**src/logic/mad_pkg.sv**
```systemverilog
// Constants, register map and carrier types of the seven-channel converter control block.
// Assumes a single 200 MHz core clock that also serves as the converter input clock.
// Overview of operation
// - Seven channels sample on one shared modulator tick, each giving 24-bit signed results.
// - Per-channel two-bit gain field selects amplifier gain one, two or four.
// - Outside reference select turns internal reference buffer off, converting against external reference.
// - Enabled channels convert continuously; shutdown register switches individual channels off.
// - Normal power mode keeps channels on; idle mode forces all channels off.
// - Each completed conversion sets the sample set ready status bit.
// - Pulse function select bits 7:6 equal 11 make the shared pin pulse per sample set.
// - Modulator sample clock is the input clock divided by twelve.
// - Sinc stage emits one sample per sixty-four modulator periods.
// - Low-pass decimator divides sinc rate by four more.
// - Stored words: result in 27:4, sign in 31:28, zeros in 3:0.
// - Full-scale sinc-stage buffer code is decimal 67,107,786.
// - Full-scale decimator-stage buffer code is decimal 74,518,668.
`default_nettype none
package mad_pkg;
   localparam int CORE_CLK_HZ = 200_000_000;
   localparam int MOD_DIV = 12;
   localparam int MOD_CLK_HZ = CORE_CLK_HZ / MOD_DIV;
   localparam int SINC_DECIM = 64;
   localparam int LPF_DECIM = 4;
   localparam int NUM_CH = 7;
   localparam int ADC_W = 24;
   localparam int ADDR_W = 8;
   localparam logic [3:0] DIV_LAST = 4'(MOD_DIV - 1);
   localparam logic [3:0] DIV_HALF = 4'(MOD_DIV / 2);
   localparam logic [5:0] SINC_LAST = 6'(SINC_DECIM - 1);
   localparam logic [1:0] LPF_LAST = 2'(LPF_DECIM - 1);
   localparam logic [ADDR_W-1:0] GENERAL_CONFIG_OFS = 8'h00;
   localparam logic [ADDR_W-1:0] AMP_GAIN_OFS = 8'h04;
   localparam logic [ADDR_W-1:0] SHUTDOWN_OFS = 8'h08;
   localparam logic [ADDR_W-1:0] FIRST_STATUS_OFS = 8'h0C;
   localparam logic [ADDR_W-1:0] STATUS_CLEAR_OFS = 8'h10;
   localparam logic [ADDR_W-1:0] IRQ_ENABLE_OFS = 8'h14;
   localparam logic [ADDR_W-1:0] POWER_STATE_OFS = 8'h18;
   localparam logic [ADDR_W-1:0] FS_SINC_OFS = 8'h1C;
   localparam logic [ADDR_W-1:0] WAVE_LPF_BASE = 8'h20;
   localparam logic [ADDR_W-1:0] WAVE_SINC_BASE = 8'h40;
   localparam logic [ADDR_W-1:0] FS_LPF_OFS = 8'h60;
   localparam int CFG_EXTREF_BIT = 0;
   localparam int CFG_PULSE_LSB = 4;
   localparam logic [1:0] PULSE_READY_SEL = 2'h3;
   localparam int STAT_READY_BIT = 0;
   localparam int STAT_SINC_BIT = 1;
   localparam logic [31:0] FS_SINC_CODE = 32'h03FFFBCA;
   localparam logic [31:0] FS_LPF_CODE = 32'h0471108C;
   localparam logic [1:0] RESP_OKAY = 2'h0;
   localparam logic [1:0] RESP_SLVERR = 2'h2;

   typedef struct packed {
      logic awvalid;
      logic [ADDR_W-1:0] awaddr;
      logic wvalid;
      logic [31:0] wdata;
      logic [3:0] wstrb;
      logic bready;
      logic arvalid;
      logic [ADDR_W-1:0] araddr;
      logic rready;
   } mad_axil_req_type;

   typedef struct packed {
      logic awready;
      logic wready;
      logic bvalid;
      logic [1:0] bresp;
      logic arready;
      logic rvalid;
      logic [31:0] rdata;
      logic [1:0] rresp;
   } mad_axil_rsp_type;

   typedef struct packed {
      logic [1:0] pm_s1;
      logic [1:0] pm_s2;
      logic [NUM_CH-1:0] mb_s1;
      logic [NUM_CH-1:0] mb_s2;
      logic [3:0] div;
      logic mclk;
      logic [5:0] sinc_cnt;
      logic [1:0] lpf_phase;
      logic [NUM_CH-1:0][6:0] ones;
      logic [NUM_CH-1:0][25:0] lpf_acc;
      logic [NUM_CH-1:0][ADC_W-1:0] sinc_res;
      logic [NUM_CH-1:0][ADC_W-1:0] lpf_res;
      logic [NUM_CH-1:0] chan_on;
      logic [31:0] cfg;
      logic [2*NUM_CH-1:0] gain;
      logic [NUM_CH-1:0] shutdown;
      logic [1:0] status;
      logic [1:0] irq_en;
      logic [3:0] pulse_cnt;
      logic pulse;
      logic aw_got;
      logic w_got;
      logic [ADDR_W-1:0] waddr;
      logic [31:0] wdata;
      logic [3:0] wstrb;
      logic bvalid;
      logic [1:0] bresp;
      logic rvalid;
      logic [31:0] rdata;
      logic [1:0] rresp;
   } mad_state_type;

   localparam mad_state_type MAD_STATE_RESET = '0;
endpackage
`default_nettype wire
```
**src/logic/mad_adc_ctrl.sv**
```systemverilog
// Converter control: modulator clock, sinc and low-pass decimation, result store, AXI4-Lite registers.
// Assumes one-bit modulator streams and mode pins arriving asynchronously from outside.
`default_nettype none
module mad_adc_ctrl
   import mad_pkg::*;
(
   input wire logic CORE_CLK_IN,
   input wire logic ARST_N_IN,
   input wire mad_axil_req_type AXI_IN,
   output mad_axil_rsp_type AXI_OUT,
   input wire logic [NUM_CH-1:0] MOD_BITS_IN,
   input wire logic [1:0] MODE_SELECT_IN,
   output logic MOD_CLK_OUT,
   output logic [NUM_CH-1:0] CHAN_ON_OUT,
   output logic [2*NUM_CH-1:0] GAIN_OUT,
   output logic INT_REF_BUF_EN_OUT,
   output logic OUTSIDE_REFERENCE_SELECT_SEL_OUT,
   output logic READY_PIN_OUT,
   output logic IRQ_OUT
);
   mad_state_type s;
   mad_state_type n;
   logic idle;
   logic tick;
   logic sinc_done;
   logic lpf_done;
   logic [6:0] cnt_now;
   logic [ADC_W-1:0] sinc_val;
   logic [25:0] lpf_sum;
   logic [1:0] clr;
   logic [1:0] set;
   logic [31:0] wtmp;

   function automatic logic [ADC_W-1:0] sinc_code(input logic [6:0] c);
      logic [24:0] t;
      t = {1'b0, c, 17'h0} - 25'h0400000;
      return t[ADC_W-1:0];
   endfunction

   function automatic logic [31:0] store_fmt(input logic [ADC_W-1:0] d);
      return {{4{d[ADC_W-1]}}, d, 4'h0};
   endfunction

   function automatic logic [31:0] strobe(input logic [31:0] old, input logic [31:0] d,
                                         input logic [3:0] st);
      logic [31:0] r;
      r = old;
      for (int b = 0; b < 4; b++) begin
         if (st[b]) begin
            r[8*b +: 8] = d[8*b +: 8];
         end
      end
      return r;
   endfunction

   function automatic logic [33:0] read_reg(input mad_state_type q, input logic [ADDR_W-1:0] a);
      logic [31:0] d;
      logic ok;
      d = 32'h0;
      ok = 1'b1;
      if (a[7:5] == WAVE_LPF_BASE[7:5] && a[4:2] != 3'h7) begin
         d = store_fmt(q.lpf_res[a[4:2]]);
      end else if (a[7:5] == WAVE_SINC_BASE[7:5] && a[4:2] != 3'h7) begin
         d = store_fmt(q.sinc_res[a[4:2]]);
      end else begin
         unique case (a)
            GENERAL_CONFIG_OFS: d = q.cfg;
            AMP_GAIN_OFS: d = {18'h0, q.gain};
            SHUTDOWN_OFS: d = {25'h0, q.shutdown};
            FIRST_STATUS_OFS: d = {30'h0, q.status};
            IRQ_ENABLE_OFS: d = {30'h0, q.irq_en};
            POWER_STATE_OFS: d = {31'h0, &q.pm_s2};
            FS_SINC_OFS: d = FS_SINC_CODE;
            FS_LPF_OFS: d = FS_LPF_CODE;
            STATUS_CLEAR_OFS: d = 32'h0;
            default: ok = 1'b0;
         endcase
      end
      if (a[1:0] != 2'h0) begin
         ok = 1'b0;
      end
      return {ok ? RESP_OKAY : RESP_SLVERR, ok ? d : 32'h0};
   endfunction

   always_comb begin
      n = s;
      idle = 1'b0;
      tick = 1'b0;
      sinc_done = 1'b0;
      lpf_done = 1'b0;
      cnt_now = 7'h0;
      sinc_val = '0;
      lpf_sum = '0;
      clr = 2'h0;
      set = 2'h0;
      wtmp = '0;

      // Pins from outside pass two flops before use
      n.pm_s1 = MODE_SELECT_IN;
      n.pm_s2 = s.pm_s1;
      n.mb_s1 = MOD_BITS_IN;
      n.mb_s2 = s.mb_s1;
      idle = &s.pm_s2;

      // Divider runs even in idle so the modulators see a steady clock on wake
      tick = (s.div == DIV_LAST);
      n.div = tick ? 4'h0 : s.div + 4'h1;
      // Low half first, so the reset value already sits in phase
      n.mclk = (n.div >= DIV_HALF);

      // Idle wins over any shutdown or enable setting
      n.chan_on = idle ? '0 : ~s.shutdown;

      if (idle) begin
         n.sinc_cnt = 6'h0;
         n.lpf_phase = 2'h0;
         n.ones = '0;
         n.lpf_acc = '0;
      end else if (tick) begin
         sinc_done = (s.sinc_cnt == SINC_LAST);
         lpf_done = sinc_done && (s.lpf_phase == LPF_LAST);
         n.sinc_cnt = s.sinc_cnt + 6'h1;
         for (int ch = 0; ch < NUM_CH; ch++) begin
            // All channels advance on the same tick: simultaneous sampling
            cnt_now = s.ones[ch] + {6'h0, s.mb_s2[ch] & s.chan_on[ch]};
            n.ones[ch] = sinc_done ? 7'h0 : cnt_now;
            if (sinc_done) begin
               // Disabled channels store zero rather than a full negative code
               sinc_val = s.chan_on[ch] ? sinc_code(cnt_now) : '0;
               n.sinc_res[ch] = sinc_val;
               lpf_sum = s.lpf_acc[ch] + {{2{sinc_val[ADC_W-1]}}, sinc_val};
               n.lpf_acc[ch] = lpf_done ? 26'h0 : lpf_sum;
               if (lpf_done) begin
                  n.lpf_res[ch] = lpf_sum[25:2];
               end
            end
         end
         if (sinc_done) begin
            n.lpf_phase = s.lpf_phase + 2'h1;
         end
      end

      set[STAT_READY_BIT] = lpf_done;
      set[STAT_SINC_BIT] = sinc_done;

      // Ready pin: one modulator period, only with the ready function selected
      if (lpf_done && s.cfg[CFG_PULSE_LSB+2 +: 2] == PULSE_READY_SEL) begin
         n.pulse = 1'b1;
         n.pulse_cnt = DIV_LAST;
      end else if (s.pulse_cnt != 4'h0) begin
         n.pulse_cnt = s.pulse_cnt - 4'h1;
      end else begin
         n.pulse = 1'b0;
      end

      // AXI4-Lite write: address and data taken in either order
      if (AXI_IN.awvalid && !s.aw_got && !s.bvalid) begin
         n.aw_got = 1'b1;
         n.waddr = AXI_IN.awaddr;
      end
      if (AXI_IN.wvalid && !s.w_got && !s.bvalid) begin
         n.w_got = 1'b1;
         n.wdata = AXI_IN.wdata;
         n.wstrb = AXI_IN.wstrb;
      end
      if (s.aw_got && s.w_got && !s.bvalid) begin
         n.aw_got = 1'b0;
         n.w_got = 1'b0;
         n.bvalid = 1'b1;
         n.bresp = RESP_OKAY;
         if (s.waddr[1:0] != 2'h0) begin
            n.bresp = RESP_SLVERR;
         end else begin
            unique case (s.waddr)
               GENERAL_CONFIG_OFS: n.cfg = strobe(s.cfg, s.wdata, s.wstrb);
               AMP_GAIN_OFS: begin
                  wtmp = strobe({18'h0, s.gain}, s.wdata, s.wstrb);
                  n.gain = wtmp[2*NUM_CH-1:0];
               end
               SHUTDOWN_OFS: begin
                  wtmp = strobe({25'h0, s.shutdown}, s.wdata, s.wstrb);
                  n.shutdown = wtmp[NUM_CH-1:0];
               end
               STATUS_CLEAR_OFS: clr = s.wstrb[0] ? s.wdata[1:0] : 2'h0;
               IRQ_ENABLE_OFS: begin
                  wtmp = strobe({30'h0, s.irq_en}, s.wdata, s.wstrb);
                  n.irq_en = wtmp[1:0];
               end
               // Read-only status, power state and full-scale words accept and ignore writes
               FIRST_STATUS_OFS, POWER_STATE_OFS, FS_SINC_OFS, FS_LPF_OFS: n.bresp = RESP_OKAY;
               default: n.bresp = RESP_SLVERR;
            endcase
         end
      end
      if (s.bvalid && AXI_IN.bready) begin
         n.bvalid = 1'b0;
      end

      // Set wins over a clear in the same cycle
      n.status = (s.status & ~clr) | set;

      if (AXI_IN.arvalid && !s.rvalid) begin
         {n.rresp, n.rdata} = read_reg(s, AXI_IN.araddr);
         n.rvalid = 1'b1;
      end
      if (s.rvalid && AXI_IN.rready) begin
         n.rvalid = 1'b0;
      end
   end

   always_ff @(posedge CORE_CLK_IN or negedge ARST_N_IN) begin
      if (!ARST_N_IN) begin
         s <= MAD_STATE_RESET;
      end else begin
         s <= n;
      end
   end

   always_comb begin
      AXI_OUT.awready = !s.aw_got && !s.bvalid;
      AXI_OUT.wready = !s.w_got && !s.bvalid;
      AXI_OUT.bvalid = s.bvalid;
      AXI_OUT.bresp = s.bresp;
      AXI_OUT.arready = !s.rvalid;
      AXI_OUT.rvalid = s.rvalid;
      AXI_OUT.rdata = s.rdata;
      AXI_OUT.rresp = s.rresp;
   end

   assign MOD_CLK_OUT = s.mclk;
   assign CHAN_ON_OUT = s.chan_on;
   assign GAIN_OUT = s.gain;
   assign OUTSIDE_REFERENCE_SELECT_SEL_OUT = s.cfg[CFG_EXTREF_BIT];
   assign INT_REF_BUF_EN_OUT = !s.cfg[CFG_EXTREF_BIT];
   assign READY_PIN_OUT = s.pulse;
   assign IRQ_OUT = |(s.status & s.irq_en);
endmodule
`default_nettype wire

```
**config.mk**
```make
export PLATFORM = sky130hd
export DESIGN_NAME = mad_adc_ctrl
export DESIGN_NICKNAME = d
export VERILOG_FILES = /design/src/logic/mad_pkg.sv /design/src/logic/mad_adc_ctrl.sv
export SDC_FILE = /design/constraint.sdc
export NUM_CORES = 1
export LEC_CHECK = 0
export BUFFER_PORTS_ARGS = -buffer_cell sky130_fd_sc_hd__buf_2
export CAP_MARGIN = 10
export CORE_ASPECT_RATIO = 1.75
export CORE_MARGIN = 5
export CORE_UTILIZATION = 55
export DETAILED_ROUTE_END_ITERATION = 10
export GPL_TIMING_DRIVEN = 1
export PLACE_DENSITY = 0.73
export SLEW_MARGIN = 30
export SYNTH_ARGS = -nofsm -noshare
export SYNTH_HDL_FRONTEND = slang
export SYNTH_SLANG_ARGS = --single-unit
```
**constraint.sdc**
```tcl
create_clock -name CORE_CLK_IN -period 3 [get_ports CORE_CLK_IN]
set_input_delay 0.15 -clock CORE_CLK_IN [delete_from_list [all_inputs] [get_ports CORE_CLK_IN]]
set_output_delay 0.15 -clock CORE_CLK_IN [all_outputs]
set_load 0.1 [all_outputs]
```
==> summary.md <==
| Metric | Value |
|---|---|
| Initial core utilization | 0.554 |
| Gr ovfl total | 0 |
| Netlist cell types | 71 |
| Core box area | 37,400 µm² |
| Placed Instances | 2,436 |
| Worst-path cell chain | and2_4, ha_4, ha_4, and4b_1, a21oi_1, o22ai_2, mux2i_4, ha_1, o21ai_1, nand2b_1, o41ai_2, xor2_1, xnor2_1, o21ai_1 |
| Max incr delay on CP | 0.38 ns |
| Post-synth top area share | 0.490 |
| Finished layout cell area | 24,200 µm² |
| Critical path data arrival time | 3.37 ns |
| Synth Instances | 1,904 |
| WHS | 0.0358 ns |
| Final Skew | 0.0265 ns |
| Via-to-Cell Ratio | 5.95 |
| Largest net degree at the start of global routing | 80 |
| Slew @ Worst Pin | 0.685 ns |
| Post-synth EDFFs | 0 |
| Biggest area consumer among synthesized cells | dfrtp_1 |
| Io pins | 135 |
| Net count, final | 2,218 |
| Final setup vio count | 0 |
| FP Rows | 94 |
| Nature of the critical path endpoint | flop |
| Sequential share of the synthesized area | 0.490 |
| Design Power | 13.5 mW |
| Clock transition at path regs | 0.07 ns |
| Routed WL per cell | 20.8 µm |
| H-tree levels | 2 |
| Post-route ant nets | 0 |
| Max-slew violations | 0 |
| Number of max-cap violations | 0 |
| Syn Area/Cell | 10.9 µm² |
| CP Max Fanout | 5 |
| RSZ-0062 raised after global routing | true |
| Main flop type after synthesis | dfrtp_1 |
| Relative slew slack | 0.543 |
| Vias in the first global route | 16.0k |
| Area grow syn2layout | 16.9% |
| Pre-CTS WS | -0.103 ns |
| Tcrit/Tclk final | 0.985 |
| RePlAce Congestion | 0.862 |
| Dominant cells by area after synthesis | dfrtp_1 49%, mux2_2 8.5%, ha_1 4.6% |
| DRC Markers | 0 |
| Pleak | 11.7 nW |
| CP Data Required Time | 3.41 ns |
| Port-buffer cells | 132 |
| Power Dens Cells | 559 nW/µm² |
| Status | finished, final reports clean |
| Layout cell share with drive strength beyond 1 | 0.266 |
| Clock Sinks | 406 |
| Critical path startpoint category | flop |
| Post-Route WL | 53.6 mm |
| Worst skew pair latency | 0.54 ns |
| Clock Path Buffers | 3 |
| Final hold violations | 0 |
| DP Area | 21,800 µm² |
| Cts bufs inserted | 38 |
| Fin Setup TNS | 0 ns |
| Final core occ | 0.648 |
| Max Clock Freq | 0.338 GHz |
| First-iteration detailed-routing DRC count | 1,065 |
| Post-synth ARST share | 1.00 |
| Crit Path Category | flop to flop |
| Mapped cell area | 20,700 µm² |
| First-pass GRT wire length | 85.0 mm |
| VDD IR-drop max | 0.420 mV |
| Fin worst setup slack | 0.0453 ns |
| Vias | 15.3k |
| First-pass detailed-route iteration total | 5 |
| Detailed placement HPWL | 37.9 mm |
| CTS tree | built |
| Fin cells | 2,571 |
| Synthesis Warnings | 0 |
| Hold Crit Class | input pin to flop |
| Die height | 267 µm |
| GRT Overall Usage | 0.256 |
| Root Driver | clkbuf_16 |
| Crit path time final | 2.95 ns |
| Die Width | 157 µm |
| Initial antenna violation count | 1 |
| CP max stage cell | dfrtp_1 |
| Die area | 41,800 µm² |
| Flops & latches, synth | 406 |
## cell families after synthesis
family | share of synthesized area
flip-flops | 0.490
multiplexers | 0.120
XOR/XNOR | 0.0367
AND/OR/NAND/NOR | 0.120
buffers and inverters | 0.0453
AO/OA/AOI/OAI | 0.135
other | 0.000181
adder cells (fa/ha/maj) | 0.0527
## report_power, final
part | internal [mW] | total, mW | switching (mW)
combinational | 0.852 | 2.21 | 1.36
clock | 2.96 | 5.04 | 2.08
sequential | 5.93 | 6.30 | 0.367
total | 9.74 | 13.5 | 3.81
## area by class of cell
| cell class | instances | area [µm²] |
|---|---|---|
| fillers | 2809 | 13200 |
| flip-flops and latches | 406 | 10200 |
| multi-input cells | 1325 | 10100 |
| repair buffers | 271 | 1930 |
| clock buffers | 50 | 1080 |
| well taps | 480 | 601 |
| clock inverters | 13 | 208 |
| inverters | 25 | 98.8 |
| diodes | 1 | 2.50 |
## Yosys cell counts, drive strengths merged, types with 2 or more instances
cell type,n
a211oi,11
a21boi,7
a21o,23
a21oi,68
a221oi,3
a22o,85
a22oi,2
a31oi,9
a32o,2
and2,53
and3,19
and4,2
and4b,5
buf,97
clkbuf,52
dfrtp,406
fa,7
ha,76
inv,25
mux2,156
mux2i,34
mux4,16
nand2,257
nand2b,13
nand3,33
nand3b,4
nand4,6
nor2,85
nor2b,13
nor3,17
nor3b,3
o211ai,19
o21a,12
o21ai,151
o21bai,9
o22ai,5
o31ai,13
o41ai,5
or3,7
xnor2,55
xor2,30
## sequential cells by signal (all words and copies together) (netlist names)
signal / cells
AXI_OUT: 36
CHAN_ON_OUT: 7
GAIN_OUT: 14
MOD_CLK_OUT: 1
OUTSIDE_REFERENCE_SELECT_SEL_OUT: 1
READY_PIN_OUT: 1
n: 9
s: 337
## worst max-delay path: cells and delay by family (launching register included)
family / cells / cell delay, ns
adder cells (fa/ha/maj): 3 / 0.62
AO/OA/AOI/OAI: 5 / 0.56
AND/OR/NAND/NOR: 3 / 0.48
XOR/XNOR: 2 / 0.45
flip-flops: 1 / 0.38
multiplexers: 1 / 0.35
## routing by layer
metal	track usage	up-vias	part of all wire
met4	0.136	2	0.059
met2	0.459	463	0.53
li1	-	6989	-
met1	0.298	7709	0.37
met3	0.0256	145	0.041
met5	0	-	0.00037
## layout by cell type (no fill, tap or decap), types with 23 or more instances in the layout
cell / instances
a21o_1: 23
a21oi_1: 64
a22o_1: 85
and2_1: 45
buf_2: 131
buf_4: 77
clkbuf_16: 38
dfrtp_1: 406
dlygate4sd3_1: 56
ha_1: 53
inv_1: 23
mux2_2: 156
mux2i_1: 30
nand2_1: 251
nand3_1: 26
nor2_1: 77
o21ai_0: 134
xnor2_1: 52
xor2_1: 29
## repair_timing
item | 4_1_cts | 5_1_grt
buffers inserted | 5 | 10
gates cloned | 0 | 0
hold buffers | 56 | 0
setup endpoints to repair | 10 | 29
gates resized for setup | 22 | 57
pin swaps | 12 | 35
hold endpoints to repair | 122 | 0
## path summary, 6_finish.rpt
path | startpoint | end | slack, ns | cells after the start
worst max-delay path | CHAN_ON_OUT[0]$_DFF_PN0_ | s[176]$_DFFE_PN0P_ | 0.05 | 14
worst min-delay path | AXI_IN[2] | AXI_OUT[4]$_DFFE_PN0P_ | 0.04 | 4
worst max register to register | CHAN_ON_OUT[0]$_DFF_PN0_ | s[176]$_DFFE_PN0P_ | 0.05 | 14
worst min register to register | n[737]$_DFF_PN0_ | s[737]$_DFF_PN0_ | 0.35 | 0
max in group asynchronous | ARST_N_IN | s[340]$_DFFE_PN0P_ | 1.90 | 3
min in group asynchronous | ARST_N_IN | s[141]$_DFFE_PN0P_ | 0.17 | 2
No activity file was read; power rests on OpenSTA's default activity.
